## src/bcd_pkg.sv

```systemverilog
// boot configuration driver constants: preset words, timing and state codes
// assumes a 50 MHz controller clock
package bcd_pkg;
    localparam int unsigned CLK_HZ        = 50000000;
    localparam int unsigned RST_HOLD_MS   = 100;
    localparam int unsigned RST_HOLD_CYC  = (CLK_HZ / 1000) * RST_HOLD_MS;
    localparam int unsigned SUPPLY_SETTLE_US  = 10;
    localparam int unsigned SUPPLY_SETTLE_CYC = (CLK_HZ / 1000000) * SUPPLY_SETTLE_US;
    localparam int unsigned CFG_HOLD_US   = 10;
    localparam int unsigned CFG_HOLD_CYC  = (CLK_HZ / 1000000) * CFG_HOLD_US;
    localparam int unsigned CFG_W         = 32;
    localparam int unsigned CNT_W         = 23;
    // preset words; sd: bits 7,21,31; emmc adds 4,6,11,15,16
    localparam logic [31:0] CFG_SD_WORD   = 32'h8020_0080;
    localparam logic [31:0] CFG_EMMC_WORD = 32'h8021_88d0;
    localparam logic [31:0] CFG_IDLE_WORD = 32'h0000_0000;
    // boot-mode line codes {line1, line0}
    localparam logic [1:0]  BM_SERIAL_VIRGIN = 2'h0;
    // register map of the command port
    localparam logic [3:0]  REG_CTRL      = 4'h0;
    localparam logic [3:0]  REG_STATUS    = 4'h1;
    localparam logic [3:0]  REG_CFG_WORD  = 4'h2;
    localparam int unsigned CTRL_SUPPLY_EN_BIT = 0;
    localparam int unsigned CTRL_RESEQ_BIT     = 1;
    localparam logic [31:0] CTRL_RESET_VAL     = 32'h0000_0001;

    typedef enum logic [4:0]
    {
        ST_OFF    = 5'h01,
        ST_SETTLE = 5'h02,
        ST_HOLD   = 5'h04,
        ST_EXTEND = 5'h08,
        ST_RUN    = 5'h10
    } bcd_state_t;

    typedef enum logic [1:0]
    {
        BOOT_SERIAL_VIRGIN = 2'h0,
        BOOT_SERIAL_PROG   = 2'h1,
        BOOT_CFG_WORD      = 2'h2
    } bcd_boot_t;
endpackage

```

## src/bcd_sync.sv

```systemverilog
// two-flop synchroniser bank for pin inputs
// assumes inputs are asynchronous to clk
`timescale 1ns/1ns
module bcd_sync #(
    parameter int unsigned W = 1
)
(
    input  wire logic         clk,
    input  wire logic         rst,
    input  wire logic [W-1:0] d,
    input  wire logic [W-1:0] rst_val,
    output      logic [W-1:0] q
);
    logic [W-1:0] meta_r;

    // reset loads a constant; rst_val is only sampled while out of reset
    always_ff @(posedge clk)
    begin
        if (rst)
        begin
            meta_r <= '0;
            q      <= '0;
        end
        else
        begin
            meta_r <= d ^ rst_val;
            q      <= meta_r ^ rst_val;
        end
    end
endmodule

```

## src/bcd_boot_config_driver.sv

```systemverilog
// boot configuration driver: power/reset sequencer and reset configuration word
// assumes REF_CLK 50 MHz, SYS_RST synchronous; switch, strap and reset pins are asynchronous
//
// Operation
// RQ1: drive all 32 configuration lines from presets
// RQ2: dip switch picks the active preset
// RQ3: storage off=sd, on=emmc; core off=apps
// RQ4: sd bits 7,21,31; emmc adds five
// RQ5: presets matter only in configuration-word boot
// RQ6: serial download ignores dip switch setting
// RQ7: boot line low when strap or slider
// RQ8: decode boot lines into three boot modes
// RQ9: line0 to port pc9, line1 pc10
// RQ10: supply enable low leaves carrier unpowered
// RQ11: reset released 100 ms; request extends
// RQ12: configuration held stable across reset release
//
// Implementation choices: the register offsets and the address-and-strobe port.
`timescale 1ns/1ns
module bcd_boot_config_driver
(
    input  wire logic                     REF_CLK,
    input  wire logic                     SYS_RST,
    input  wire logic                     STORAGE_SELECT_SWITCH,
    input  wire logic                     CORE_SELECT_SWITCH,
    input  wire logic                     BOOT_MODE_SLIDER,
    input  wire logic                     STRAP0_INSTALLED,
    input  wire logic                     STRAP1_INSTALLED,
    input  wire logic                     SUPPLY_GOOD,
    input  wire logic                     EXTERNAL_RESET_REQUEST_N,
    input  wire logic [3:0]               REG_ADDR,
    input  wire logic [31:0]              REG_WDATA,
    input  wire logic                     REG_WR,
    input  wire logic                     REG_RD,
    output      logic [31:0]              REG_RDATA,
    output      logic [bcd_pkg::CFG_W-1:0] RESET_CONFIG_WORD,
    output      logic                     RESET_CONFIG_OE,
    output      logic                     BOOT_MODE_LINE0,
    output      logic                     BOOT_MODE_LINE1,
    output      logic                     PROC_RESET_N,
    output      logic                     CORE_SELECT_RT,
    output      logic                     CARRIER_SUPPLY_ENABLE
);
    import bcd_pkg::*;

    logic [6:0]         pins_s;
    logic               storage_s;
    logic               core_s;
    logic               slider_s;
    logic               strap0_s;
    logic               strap1_s;
    logic               supply_s;
    logic               ext_req_n_s;
    bcd_state_t         state_r;
    bcd_state_t         state_nxt;
    logic [CNT_W-1:0]   cnt_r;
    logic [CNT_W-1:0]   cnt_nxt;
    logic [31:0]        ctrl_r;
    logic [31:0]        cfg_word_r;
    logic               core_rt_r;
    logic               line0_r;
    logic               line1_r;
    logic               rst_n_r;
    logic               supply_en_r;
    logic               reseq_req_r;
    logic               ext_req_d_r;
    logic               ext_fall;
    bcd_boot_t          boot_mode;
    logic [31:0]        rdata_r;

    // all strap and switch pins pass two flops before use
    bcd_sync #(.W(7)) u_sync
    (
        .clk     (REF_CLK),
        .rst     (SYS_RST),
        .d       ({STORAGE_SELECT_SWITCH, CORE_SELECT_SWITCH, BOOT_MODE_SLIDER,
                   STRAP0_INSTALLED, STRAP1_INSTALLED, SUPPLY_GOOD, EXTERNAL_RESET_REQUEST_N}),
        .rst_val (7'h01),
        .q       (pins_s)
    );

    assign storage_s   = pins_s[6];
    assign core_s      = pins_s[5];
    assign slider_s    = pins_s[4];
    assign strap0_s    = pins_s[3];
    assign strap1_s    = pins_s[2];
    assign supply_s    = pins_s[1];
    assign ext_req_n_s = pins_s[0];

    function automatic logic [31:0] preset_word(input logic emmc);
        // storage select off means sd slot, on means emmc
        preset_word = emmc ? CFG_EMMC_WORD : CFG_SD_WORD; // [RQ3] [RQ4]
    endfunction

    function automatic bcd_boot_t decode_boot(input logic l1, input logic l0);
        if ({l1, l0} == BM_SERIAL_VIRGIN)
            decode_boot = BOOT_SERIAL_VIRGIN;
        // line0 only stays high with strap0 off and the slider in serial position
        else if (l0)
            decode_boot = BOOT_SERIAL_PROG;
        else
            decode_boot = BOOT_CFG_WORD; // [RQ8]
    endfunction

    assign ext_fall  = ext_req_d_r & ~ext_req_n_s;
    // registered lines only, so the drive enable cannot glitch while the slider moves
    assign boot_mode = decode_boot(line1_r, line0_r);

    // boot-mode lines: low when strap fitted or slider pulls that line
    always_ff @(posedge REF_CLK)
    begin
        if (SYS_RST)
        begin
            line0_r <= 1'b0;
            line1_r <= 1'b0;
        end
        else
        begin
            // slider position 0 pulls line0, position 1 pulls line1
            line0_r <= ~(strap0_s | ~slider_s); // [RQ7]
            line1_r <= ~(strap1_s | slider_s); // [RQ7]
        end
    end

    always_ff @(posedge REF_CLK)
    begin
        if (SYS_RST)
            ext_req_d_r <= 1'b1;
        else
            ext_req_d_r <= ext_req_n_s;
    end

    always_comb
    begin
        state_nxt = state_r;
        cnt_nxt   = cnt_r;
        unique case (state_r)
            ST_OFF:
            begin
                if (supply_s & ctrl_r[CTRL_SUPPLY_EN_BIT])
                begin
                    state_nxt = ST_SETTLE;
                    cnt_nxt   = CNT_W'(SUPPLY_SETTLE_CYC - 1);
                end
            end
            ST_SETTLE:
            begin
                if (cnt_r == '0)
                begin
                    state_nxt = ST_HOLD;
                    cnt_nxt   = CNT_W'(RST_HOLD_CYC - 1);
                end
                else
                    cnt_nxt = cnt_r - 1'b1;
            end
            ST_HOLD:
            begin
                if (cnt_r != '0)
                    cnt_nxt = cnt_r - 1'b1;
                else if (!ext_req_n_s)
                    state_nxt = ST_HOLD; // [RQ11]
                else
                begin
                    state_nxt = ST_EXTEND;
                    cnt_nxt   = CNT_W'(CFG_HOLD_CYC - 1);
                end
            end
            ST_EXTEND:
            begin
                // a request arriving here would otherwise be missed by the edge detector
                if (!ext_req_n_s)
                begin
                    state_nxt = ST_HOLD;
                    cnt_nxt   = CNT_W'(RST_HOLD_CYC - 1); // [RQ11]
                end
                else if (cnt_r == '0)
                    state_nxt = ST_RUN;
                else
                    cnt_nxt = cnt_r - 1'b1;
            end
            ST_RUN:
            begin
                if (ext_fall | reseq_req_r)
                begin
                    state_nxt = ST_HOLD;
                    cnt_nxt   = CNT_W'(RST_HOLD_CYC - 1); // [RQ11]
                end
            end
        endcase
        if (!supply_s | !ctrl_r[CTRL_SUPPLY_EN_BIT])
        begin
            state_nxt = ST_OFF;
            cnt_nxt   = '0;
        end
    end

    always_ff @(posedge REF_CLK)
    begin
        if (SYS_RST)
        begin
            state_r <= ST_OFF;
            cnt_r   <= '0;
        end
        else
        begin
            state_r <= state_nxt;
            cnt_r   <= cnt_nxt;
        end
    end

    // word latched only while reset is asserted, so the processor samples a stable value
    always_ff @(posedge REF_CLK)
    begin
        if (SYS_RST)
        begin
            cfg_word_r <= CFG_IDLE_WORD;
            core_rt_r  <= 1'b0;
        end
        else if (state_r == ST_OFF || state_r == ST_SETTLE)
        begin
            cfg_word_r <= preset_word(storage_s); // [RQ1] [RQ2] [RQ12]
            core_rt_r  <= core_s; // [RQ3]
        end
    end

    always_ff @(posedge REF_CLK)
    begin
        if (SYS_RST)
        begin
            rst_n_r     <= 1'b0;
            supply_en_r <= 1'b0;
        end
        else
        begin
            rst_n_r     <= (state_nxt == ST_RUN); // [RQ11]
            supply_en_r <= supply_s & ctrl_r[CTRL_SUPPLY_EN_BIT]; // [RQ10]
        end
    end

    // control register; reseq bit self-clears after one cycle
    always_ff @(posedge REF_CLK)
    begin
        if (SYS_RST)
        begin
            ctrl_r      <= CTRL_RESET_VAL;
            reseq_req_r <= 1'b0;
        end
        else
        begin
            reseq_req_r <= REG_WR && REG_ADDR == REG_CTRL && REG_WDATA[CTRL_RESEQ_BIT];
            if (REG_WR && REG_ADDR == REG_CTRL)
                ctrl_r <= {31'h0, REG_WDATA[CTRL_SUPPLY_EN_BIT]};
        end
    end

    always_ff @(posedge REF_CLK)
    begin
        if (SYS_RST)
            rdata_r <= 32'h0;
        else if (REG_RD)
        begin
            unique case (REG_ADDR)
                REG_CTRL:     rdata_r <= ctrl_r;
                REG_STATUS:   rdata_r <= {22'h0, boot_mode, state_r, core_rt_r, rst_n_r, supply_en_r};
                REG_CFG_WORD: rdata_r <= cfg_word_r;
                default:      rdata_r <= 32'h0;
            endcase
        end
        else
            rdata_r <= 32'h0;
    end

    assign REG_RDATA             = rdata_r;
    // lines are actively driven only when the carrier is powered
    assign RESET_CONFIG_WORD     = cfg_word_r;
    // serial boot ignores the word; the drive enable stays low, so the lines are not driven
    assign RESET_CONFIG_OE       = supply_en_r & (boot_mode == BOOT_CFG_WORD); // [RQ5] [RQ6]
    assign BOOT_MODE_LINE0       = line0_r; // [RQ9]
    assign BOOT_MODE_LINE1       = line1_r; // [RQ9]
    assign PROC_RESET_N          = rst_n_r;
    assign CORE_SELECT_RT        = core_rt_r;
    assign CARRIER_SUPPLY_ENABLE = supply_en_r; // [RQ10]
endmodule

```

## config.mk

```make
export PLATFORM = sky130hd
export DESIGN_NAME = bcd_boot_config_driver
export DESIGN_NICKNAME = d
export VERILOG_FILES = /design/src/bcd_pkg.sv /design/src/bcd_sync.sv /design/src/bcd_boot_config_driver.sv
export SDC_FILE = /design/constraint.sdc
export NUM_CORES = 1
export LEC_CHECK = 0
export ABC_AREA = 0
export BUFFER_PORTS_ARGS = -buffer_cell sky130_fd_sc_hd__buf_2
export CORE_AREA = 4 4 82 91
export DETAILED_ROUTE_END_ITERATION = 12
export DIE_AREA = 0 0 86 95
export PLACE_DENSITY = 0.87
export REMOVE_ABC_BUFFERS = 1
export SETUP_SLACK_MARGIN = 0.4
export SLEW_MARGIN = 20
export SYNTH_ARGS = -nofsm -noshare
export SYNTH_HDL_FRONTEND = slang
export SYNTH_SLANG_ARGS = --single-unit
```

## constraint.sdc

```tcl
create_clock -name REF_CLK -period 3.2 [get_ports REF_CLK]
set_input_delay 0.64 -clock REF_CLK [delete_from_list [all_inputs] [get_ports REF_CLK]]
set_output_delay 0.64 -clock REF_CLK [all_outputs]
set_load 0.02 [all_outputs]
```

* Word level (Yosys, flattened, before mapping)
Cells that the tools add are included.
** Cells by class
- Reductions and logical operators :: 12
- Equal/unequal tests :: 13
- Add/sub/neg operators :: 1
- Bitwise operators :: 14
- Muxes and demuxes :: 21
** Operator list (number)
- 23-bit 2-to-1 mux :: 7
- 23-bit case mux with 5 select lines :: 1
- 32-bit case mux with 3 select lines :: 1
- 5-bit 2-to-1 mux :: 7
- 5-bit case mux with 5 select lines :: 1
- 23-bit logical NOT :: 1
- 23-bit nonzero test :: 1
- 23-bit by 1-bit subtractor with 23-bit output, second input constant :: 1
- 17-bit 2-to-1 mux :: 1
- 5-bit equality test, second input constant :: 2
- 1-bit NOT :: 7
- 5-bit by 1-bit equality test with 1-bit output, second input constant :: 1
- 5-bit by 2-bit equality test with 1-bit output, second input constant :: 1
- 5-bit by 3-bit equality test with 1-bit output, second input constant :: 1
- 5-bit by 4-bit equality test with 1-bit output, second input constant :: 1
- 4-bit by 1-bit equality test with 1-bit output, second input constant :: 1
- 4-bit by 2-bit equality test with 1-bit output, second input constant :: 1
- 4-bit logical NOT :: 1
- 2-bit 2-to-1 mux :: 2
- 4-bit 2-to-1 mux :: 1
- 2-bit != test, second input constant :: 2
- 1-bit bitwise OR :: 4
- 4-bit AND reduction :: 1
- 2-bit OR reduction :: 2
- other kinds (8) :: 12
** Word-level totals
- Register bits :: 114
- Logic and storage cells :: 75
- Output and inout port bits :: 70

* Longest topological paths before layout
Gate-level depths: netlist of run 1.
- Depth after elaboration :: 7
- Depth in mapped cells :: 9

* Hierarchy
From an unflattened synthesis of run 1, not the netlist that was laid out.
** Second synthesis, totals
- Cell total of the unflattened synthesis :: 390
- Area, all modules :: 3380.7 sq um
** Modules (own cells, without submodules)
- bcd_boot_config_driver :: cells each 347, area each 2914.0 sq um, times used 1
- bcd_sync :: cells each 43, area each 466.7 sq um, times used 1

* Least setup slack after synthesis of run 1
No wires, ideal clock.
- Path kind :: reg-to-reg
- From :: register cnt_r[12]
- To :: register cnt_r[6]
- Path slack :: 0.961 ns
- Path buffers :: 1
- Cell stages (with the launch flop) :: 8
- Data required time :: 3.078 ns
- Period minus slack after synthesis :: 2.239 ns
- Arrival :: 2.117 ns
- Library setup time :: 0.122 ns
- Path through :: dfxtp_1 > or4_1 > buf_2 > or4_4 > o21ai_2 > nor3b_1 > nor4_1 > nor2_1
** Between the ends
- Longest elaborated chain between the ends :: 3
- Elaborated cells on any way between the ends :: 8
- Those cells by class :: eq/ne: 2; mux: 3; reduce/logical: 3
** Ends and longest elaborated chain
- start, declared :: line bcd_boot_config_driver.sv:56 : logic [CNT_W-1:0] cnt_r;
- start signal, assigned :: line bcd_boot_config_driver.sv:207 : cnt_r <= cnt_nxt;
- 23-bit nonzero test or 23-bit logical NOT (tied branches) :: line bcd_boot_config_driver.sv:158, bcd_boot_config_driver.sv:148, bcd_boot_config_driver.sv:176
- 23-bit 2-to-1 mux, or another cell as far along :: line bcd_boot_config_driver.sv:158 : if (cnt_r != '0)
- 23-bit case mux with 5 select lines or 4-bit AND reduction (tied branches)
Parallel ways exist; a longest one is shown, timed or not.
A chain may end at the register's enable or synchronous reset.

* Worst setup path after layout of run 1
- From :: register cnt_r[12]
- To :: register cnt_r[2]
The elaborated chain is that of the path after synthesis.

==> results of run 1 <==
-- area by class of cell --
type,count,area (um^2),area share [%]
tap,82,103,2.98
multi-input combinational,275,1590,46.1
inverter,4,15.0,0.435
timing repair buffer,46,233,6.75
clock buffer,10,138,3.99
sequential,64,1280,37.2
clock inverter,6,90.1,2.61
-- worst max-delay path: stages (launching register included) --
cell	delay [ns]
dfxtp_1	0.35
or4_1	0.68
or4_4	0.52
nor2_4	0.18
a221o_2	0.40
nor2_2	0.15
a32o_1	0.23
-- power by group through the flow --
stage	Clock, mW	Combinational [mW]	Sequential [mW]
after floorplan	0	0.100	0.846
after global placement	0	0.142	0.840
after detailed placement	0	0.145	0.841
after CTS	0.790	0.146	0.822
after global routing	0.826	0.161	0.824
final	0.783	0.148	0.823
-- per-stage QoR --
stage	cells	power, mW	utilization (%)
after floorplan	343	0.947	-
after global placement	471	0.982	49.0
after detailed placement	471	0.986	49.0
after CTS	487	1.76	52.5
after global routing	487	1.81	52.6
final	487	1.75	52.6
-- registers in the layout, summed over array words and instances (netlist names), 2 cells and up --
name and cells:
RESET_CONFIG_WORD 2, u_sync.q 7, REG_RDATA 12, state_r 5
cnt_r 23, u_sync.meta_r 7
-- cells by family (layout without fill, tap and decap cells) --
family,Yosys count,in the layout,share of synthesized area [%]
buf+inv,67,66,15.2
other cells,1,41,0.117
simple gates,144,144,24.6
mux,3,3,0.939
fa+ha+maj,2,2,0.782
compound gates,74,74,15.3
xor+xnor,11,11,3.01
flops,64,64,40.0
-- worst paths after layout --
kind	cells after the start	end	slack, ns	from
worst max-delay path	6	cnt_r[2]	0.57	cnt_r[12]
worst min-delay path	1	BOOT_MODE_LINE1	0.38	u_sync.q[2]
worst max register to register	6	cnt_r[2]	0.57	cnt_r[12]
worst min register to register	1	BOOT_MODE_LINE1	0.38	u_sync.q[2]
-- cell usage in the layout (no fill, tap or decap), types with 3 or more instances in the layout --
cell	n
a21oi_1	16
a31oi_1	4
a32o_1	8
and3_1	8
buf_2	45
clkbuf_8	10
conb_1	41
dfxtp_1	64
inv_1	3
mux2i_1	3
nand2_1	24
nand3_1	5
nand4_1	4
nor2_1	36
nor2b_1	17
nor3_1	12
nor3b_1	4
nor4_1	5
o21ai_0	26
o31ai_1	3
or3_2	3
xnor2_1	6
xor2_1	5
-- routing by layer --
metal | global-route usage (%) | up-vias | routed length (um)
met5 | 0 | - | 0
met4 | 8.71 | 0 | 140
met3 | 2.88 | 14 | 429
met2 | 26.4 | 106 | 3330
met1 | 17.9 | 1193 | 2620
li1 | - | 1265 | -
-- timing repair --
| action | CTS | global route |
|---|---|---|
| resized for setup | 0 | 1 |
| endpoints found under the hold margin | 0 | 0 |
| endpoints found under the setup margin | 0 | 6 |
==> results_dict.tcl, run 1 <==
set metrics [dict create \
    combPwrFrac_pct 8.4 \
    die_h_um 95 \
    synthFlopType "dfxtp_1" \
    crit_required_ns 3.43 \
    setup_viol 0 \
    syn_area_um2 3200 \
    areaGrowthSynthToFinish_pct 7.78 \
    grt_pass1_wl_mm 10.2 \
    clock_latency_ns 0.34 \
    finalWorstSetupSlack_ns 0.572 \
    core_um2 6560 \
    synth_area_leaders "dfxtp_1 (40%), buf_4 (12%), nor2_1 (4.2%), o21ai_0 (4.1%), nor2b_1 (3.3%)" \
    final_area_um2 3450 \
    skew_ns 0.00763 \
    max-cap-violations 0 \
    placed_area_um2 3210 \
    cts_hold_buffers 0 \
    peakVddDrop_mv 0.419 \
    yosysSeqAreaShare_pct 40.0 \
    synth_edf_count 0 \
    worst_ep_arrival_time_ns 2.86 \
    synth_top_area_share_pct 40.0 \
    p_clk_share_pct 44.7 \
    io_buffers 45 \
    synthArstFlopShare_pct 0 \
    antenna_found_initial 0 \
    syn_inst 366 \
    rows 31 \
    post_drt_wl_per_cell_um 13.4 \
    cts_max_path_buffers 2 \
    avgViaCountPerCell 5.29 \
    status "finished, final reports clean" \
    nFillCells 590 \
    leakage_nw 1.58 \
    io_pins 117 \
    die_area_um2 8170 \
    final_nets 449 \
    clock_sinks 64 \
    synth_common_cells "dfxtp_1 (64), buf_4 (52), nor2_1 (36)" \
    p_sw_mw 0.439 \
    hp-class "reg -> reg" \
    grt_pass1_vias 2312 \
    synth_top_area_cell "dfxtp_1" \
    p_int_mw 1.31 \
    worstMarginPinSlew_ns 0.960 \
    wirelength_mm 6.52 \
    setup-tns-final_ns 0 \
    drive_gt1_share_pct 20.2 \
    cts_buffers 9 \
    grt-ovfl-total 0 \
    htree_levels 3 \
    track_usage_pct 15.4 \
    power_switching_share_pct 25.0 \
    cts.clk_slew.worst_paths_ns 0.07 \
    fin_crit_sh_pct 82.1 \
    initial_core_util_pct 48.8 \
    synth_area_per_cell_um2 8.74 \
    yosysUniqueCellTypes 61 \
    firstDrtPassIters 5 \
    root_buffer "clkbuf_8" \
    synth.most_common_cell "dfxtp_1" \
    first_iter_violations 152 \
    power_frac_seq_pct 46.9 \
    place_ws_ns 0.574 \
    cp-end-kind "flip-flop" \
    gp_congestion 0.889 \
    slew_headroom_pct 36.0 \
    cts_tree "done" \
    whs_ns 0.382 \
    powerDensity_nw_per_um2 508 \
    ys_warn_count 0 \
    drv_slew 0 \
    crit_type "reg -> reg" \
    ant_nets 0 \
    grt_setup_unrepaired "false" \
    dr_total_vias 2578 \
    cp-start-kind "flip-flop" \
    antenna_cells 0 \
    hold_violations 0 \
    min_period_ns 2.63 \
    dp_hpwl_mm 4.63 \
    drc 0 \
    cp_max_fo 15 \
    die-width_um 86 \
    max_freq_mhz 380 \
    synth-seq-cells 64 \
    grt_max_degree 26 \
    post_cts_buffers 0 \
]
Note: power is estimated with default switching activity, not from simulation.
==> run 2, diff against run 1 <==
--- a/config.mk
+++ b/config.mk
@@ -7,10 +7,10 @@
 export LEC_CHECK = 0
 export ABC_AREA = 0
 export BUFFER_PORTS_ARGS = -buffer_cell sky130_fd_sc_hd__buf_2
-export CORE_AREA = 4 4 82 91
+export CORE_AREA = 4 4 86 96
 export DETAILED_ROUTE_END_ITERATION = 12
-export DIE_AREA = 0 0 86 95
-export PLACE_DENSITY = 0.87
+export DIE_AREA = 0 0 90 100
+export PLACE_DENSITY = 0.83
 export REMOVE_ABC_BUFFERS = 1
 export SETUP_SLACK_MARGIN = 0.4
 export SLEW_MARGIN = 20
==> constraint.sdc (replaced) <==
create_clock -name REF_CLK -period 2.3 [get_ports REF_CLK]
set_input_delay 0.46 -clock REF_CLK [delete_from_list [all_inputs] [get_ports REF_CLK]]
set_output_delay 0.46 -clock REF_CLK [all_outputs]
set_load 0.02 [all_outputs]
==> run 2 against run 1 <==
The run now ends with setup timing left. Die area rose by 10%. Sequential share of layout area is 3.1 points lower. Setup slack worse by 0.61 ns. Clock-buffer cell count did not move. Highest routed layer unchanged. Largest power group unchanged. Utilization is 0.99 points lower. Global-route usage down 0.077 points.
==> results_dict.tcl, run 2 (same netlist as run 1, synthesis figures left out) <==
set metrics [dict create \
    powerDensity_nw_per_um2 628 \
    min_period_ns 2.34 \
    htree_levels 3 \
    first_iter_violations 191 \
    cts.clk_slew.worst_paths_ns 0.07 \
    fin_crit_sh_pct 102 \
    cp-end-kind "flip-flop" \
    finalWorstSetupSlack_ns -0.0376 \
    grt_pass1_vias 2515 \
    drive_gt1_share_pct 29.2 \
    slew_headroom_pct 61.1 \
    critPathLaunch "cnt_r[15]" \
    dp_hpwl_mm 5.08 \
    cts_tree "done" \
    final_core_util_pct 51.6 \
    initial_core_util_pct 43.8 \
    cp_slowest_stage_delay_ns 0.55 \
    cts_buffers 9 \
    rows 33 \
    cp-endpoint "cnt_r[17]" \
    hold_violations 0 \
    grt-ovfl-total 0 \
    io_pins 117 \
    die-width_um 90 \
    reg2regPathDepth 6 \
    cp-start-kind "flip-flop" \
    dr_total_vias 2731 \
    grt_max_degree 26 \
    power.total_mw 2.37 \
    crit_top_cell "or4_4" \
    leakage_nw 1.71 \
    max-cap-violations 0 \
    peakVddDrop_mv 0.286 \
    placed_area_um2 3360 \
    hp-class "in -> reg" \
    die_area_um2 9000 \
    core_um2 7310 \
    place_ws_ns -0.0275 \
    clock_sinks 64 \
    rr_endpoint "cnt_r[17]" \
    worst_ep_arrival_time_ns 2.57 \
    worstMarginPinSlew_ns 0.578 \
    regMostFlops "cnt_r" \
    worstSetupPathDepth 6 \
    grt_pass1_wl_mm 11.3 \
    crit_required_ns 2.54 \
    avgViaCountPerCell 5.27 \
    track_usage_pct 15.3 \
    drv_slew 0 \
    layout_commonest_cell "dfxtp_1" \
    dp_cells 495 \
    final_nets 475 \
    rrSetupSlack_ns -0.04 \
    clock_latency_ns 0.35 \
    cp_top_family "simple AND/OR/NAND/NOR gates" \
    status "finished, violations left" \
    final_cells 518 \
    setup-tns-final_ns -0.0376 \
    final_area_um2 3770 \
    antenna_found_initial 0 \
    critical_path_buf_inv_count 1 \
    io_buffers 45 \
    antenna_cells 0 \
    r2r-start "cnt_r[15]" \
    crit_type "reg -> reg" \
    largest_register_ffs 23 \
    whs_ns 0.263 \
    root_buffer "clkbuf_8" \
    skew_ns 0.00448 \
    nFillCells 620 \
    firstDrtPassIters 4 \
    layout_common_cells "dfxtp_1 (61), buf_2 (45), conb_1 (41)" \
    ant_nets 0 \
    path_cells "or4_4 -> or4_4 -> nor2_4 -> buf_4 -> a221oi_4 -> a311oi_1" \
    setup_viol 1 \
    max_freq_mhz 428 \
    gp_congestion 0.932 \
    die_h_um 100 \
    critPathSlowestCell "or4_4" \
    grt_setup_unrepaired "true" \
    drc 0 \
    cp_max_fo 6 \
    wirelength_mm 7.36 \
    areaGrowthSynthToFinish_pct 17.9 \
    post_drt_wl_per_cell_um 14.2 \
    cts_max_path_buffers 2 \
    violations "setup timing" \
]
run 2: cell count changes in the layout (fill, tap and decap cells not counted), sizes merged:
cell | before | now
buf | 46 | 71
clkinv | 3 | 5
a221oi | 2 | 3
bufinv | 2 | 1
inv | 4 | 3
run 2: layout make-up:
type,count,area (um^2),area share [%]
multi-input cells,276,1720,45.5
flip-flops and latches,64,1280,34.1
repair buffers,71,439,11.6
clock buffers,10,138,3.65
well taps,87,109,2.89
clock inverters,6,68.8,1.82
inverters,4,15.0,0.398
run 2: metal layers:
| layer | global-route usage (%) | wire length [um] | vias to the layer above |
|---|---|---|---|
| met5 | 0 | 0 | - |
| met4 | 6.71 | 158 | 0 |
| met3 | 4.35 | 432 | 12 |
| met2 | 27.6 | 3830 | 94 |
| met1 | 16.9 | 2940 | 1298 |
| li1 | - | - | 1327 |
run 2: how the worst min path moves through the flow:
stage	startpoint	cells past startpoint	endpoint	slack, ns
final	EXTERNAL_RESET_REQUEST_N	2	u_sync.meta_r[0]	0.26
after global routing	EXTERNAL_RESET_REQUEST_N	2	u_sync.meta_r[0]	0.25
after CTS	EXTERNAL_RESET_REQUEST_N	2	u_sync.meta_r[0]	0.25
after detailed placement	u_sync.meta_r[0]	1	u_sync.q[0]	0.37
after global placement	u_sync.q[2]	1	BOOT_MODE_LINE1	0.38
after floorplan	u_sync.meta_r[0]	1	u_sync.q[0]	0.36
run 2: power breakdown:
| group | switching (mW) | internal [mW] |
|---|---|---|
| combinational | 0.169 | 0.0765 |
| sequential | 0.0130 | 1.13 |
| clock | 0.450 | 0.533 |
run 2: worst reg2reg max path: stages (launching register included):
cell      delay, ns
dfxtp_1        0.31
or4_4          0.55
or4_4          0.55
nor2_4         0.15
buf_4          0.17
a221oi_4       0.12
a311oi_1       0.37
run 2: timing repair:
| action | CTS | global route |
|---|---|---|
| setup buffers | 3 | 3 |
| cloned | 1 | 0 |
| gates resized for setup | 14 | 23 |
| hold buffers | 0 | 0 |
| endpoints found under the setup margin | 26 | 28 |
| pin swaps | 10 | 7 |
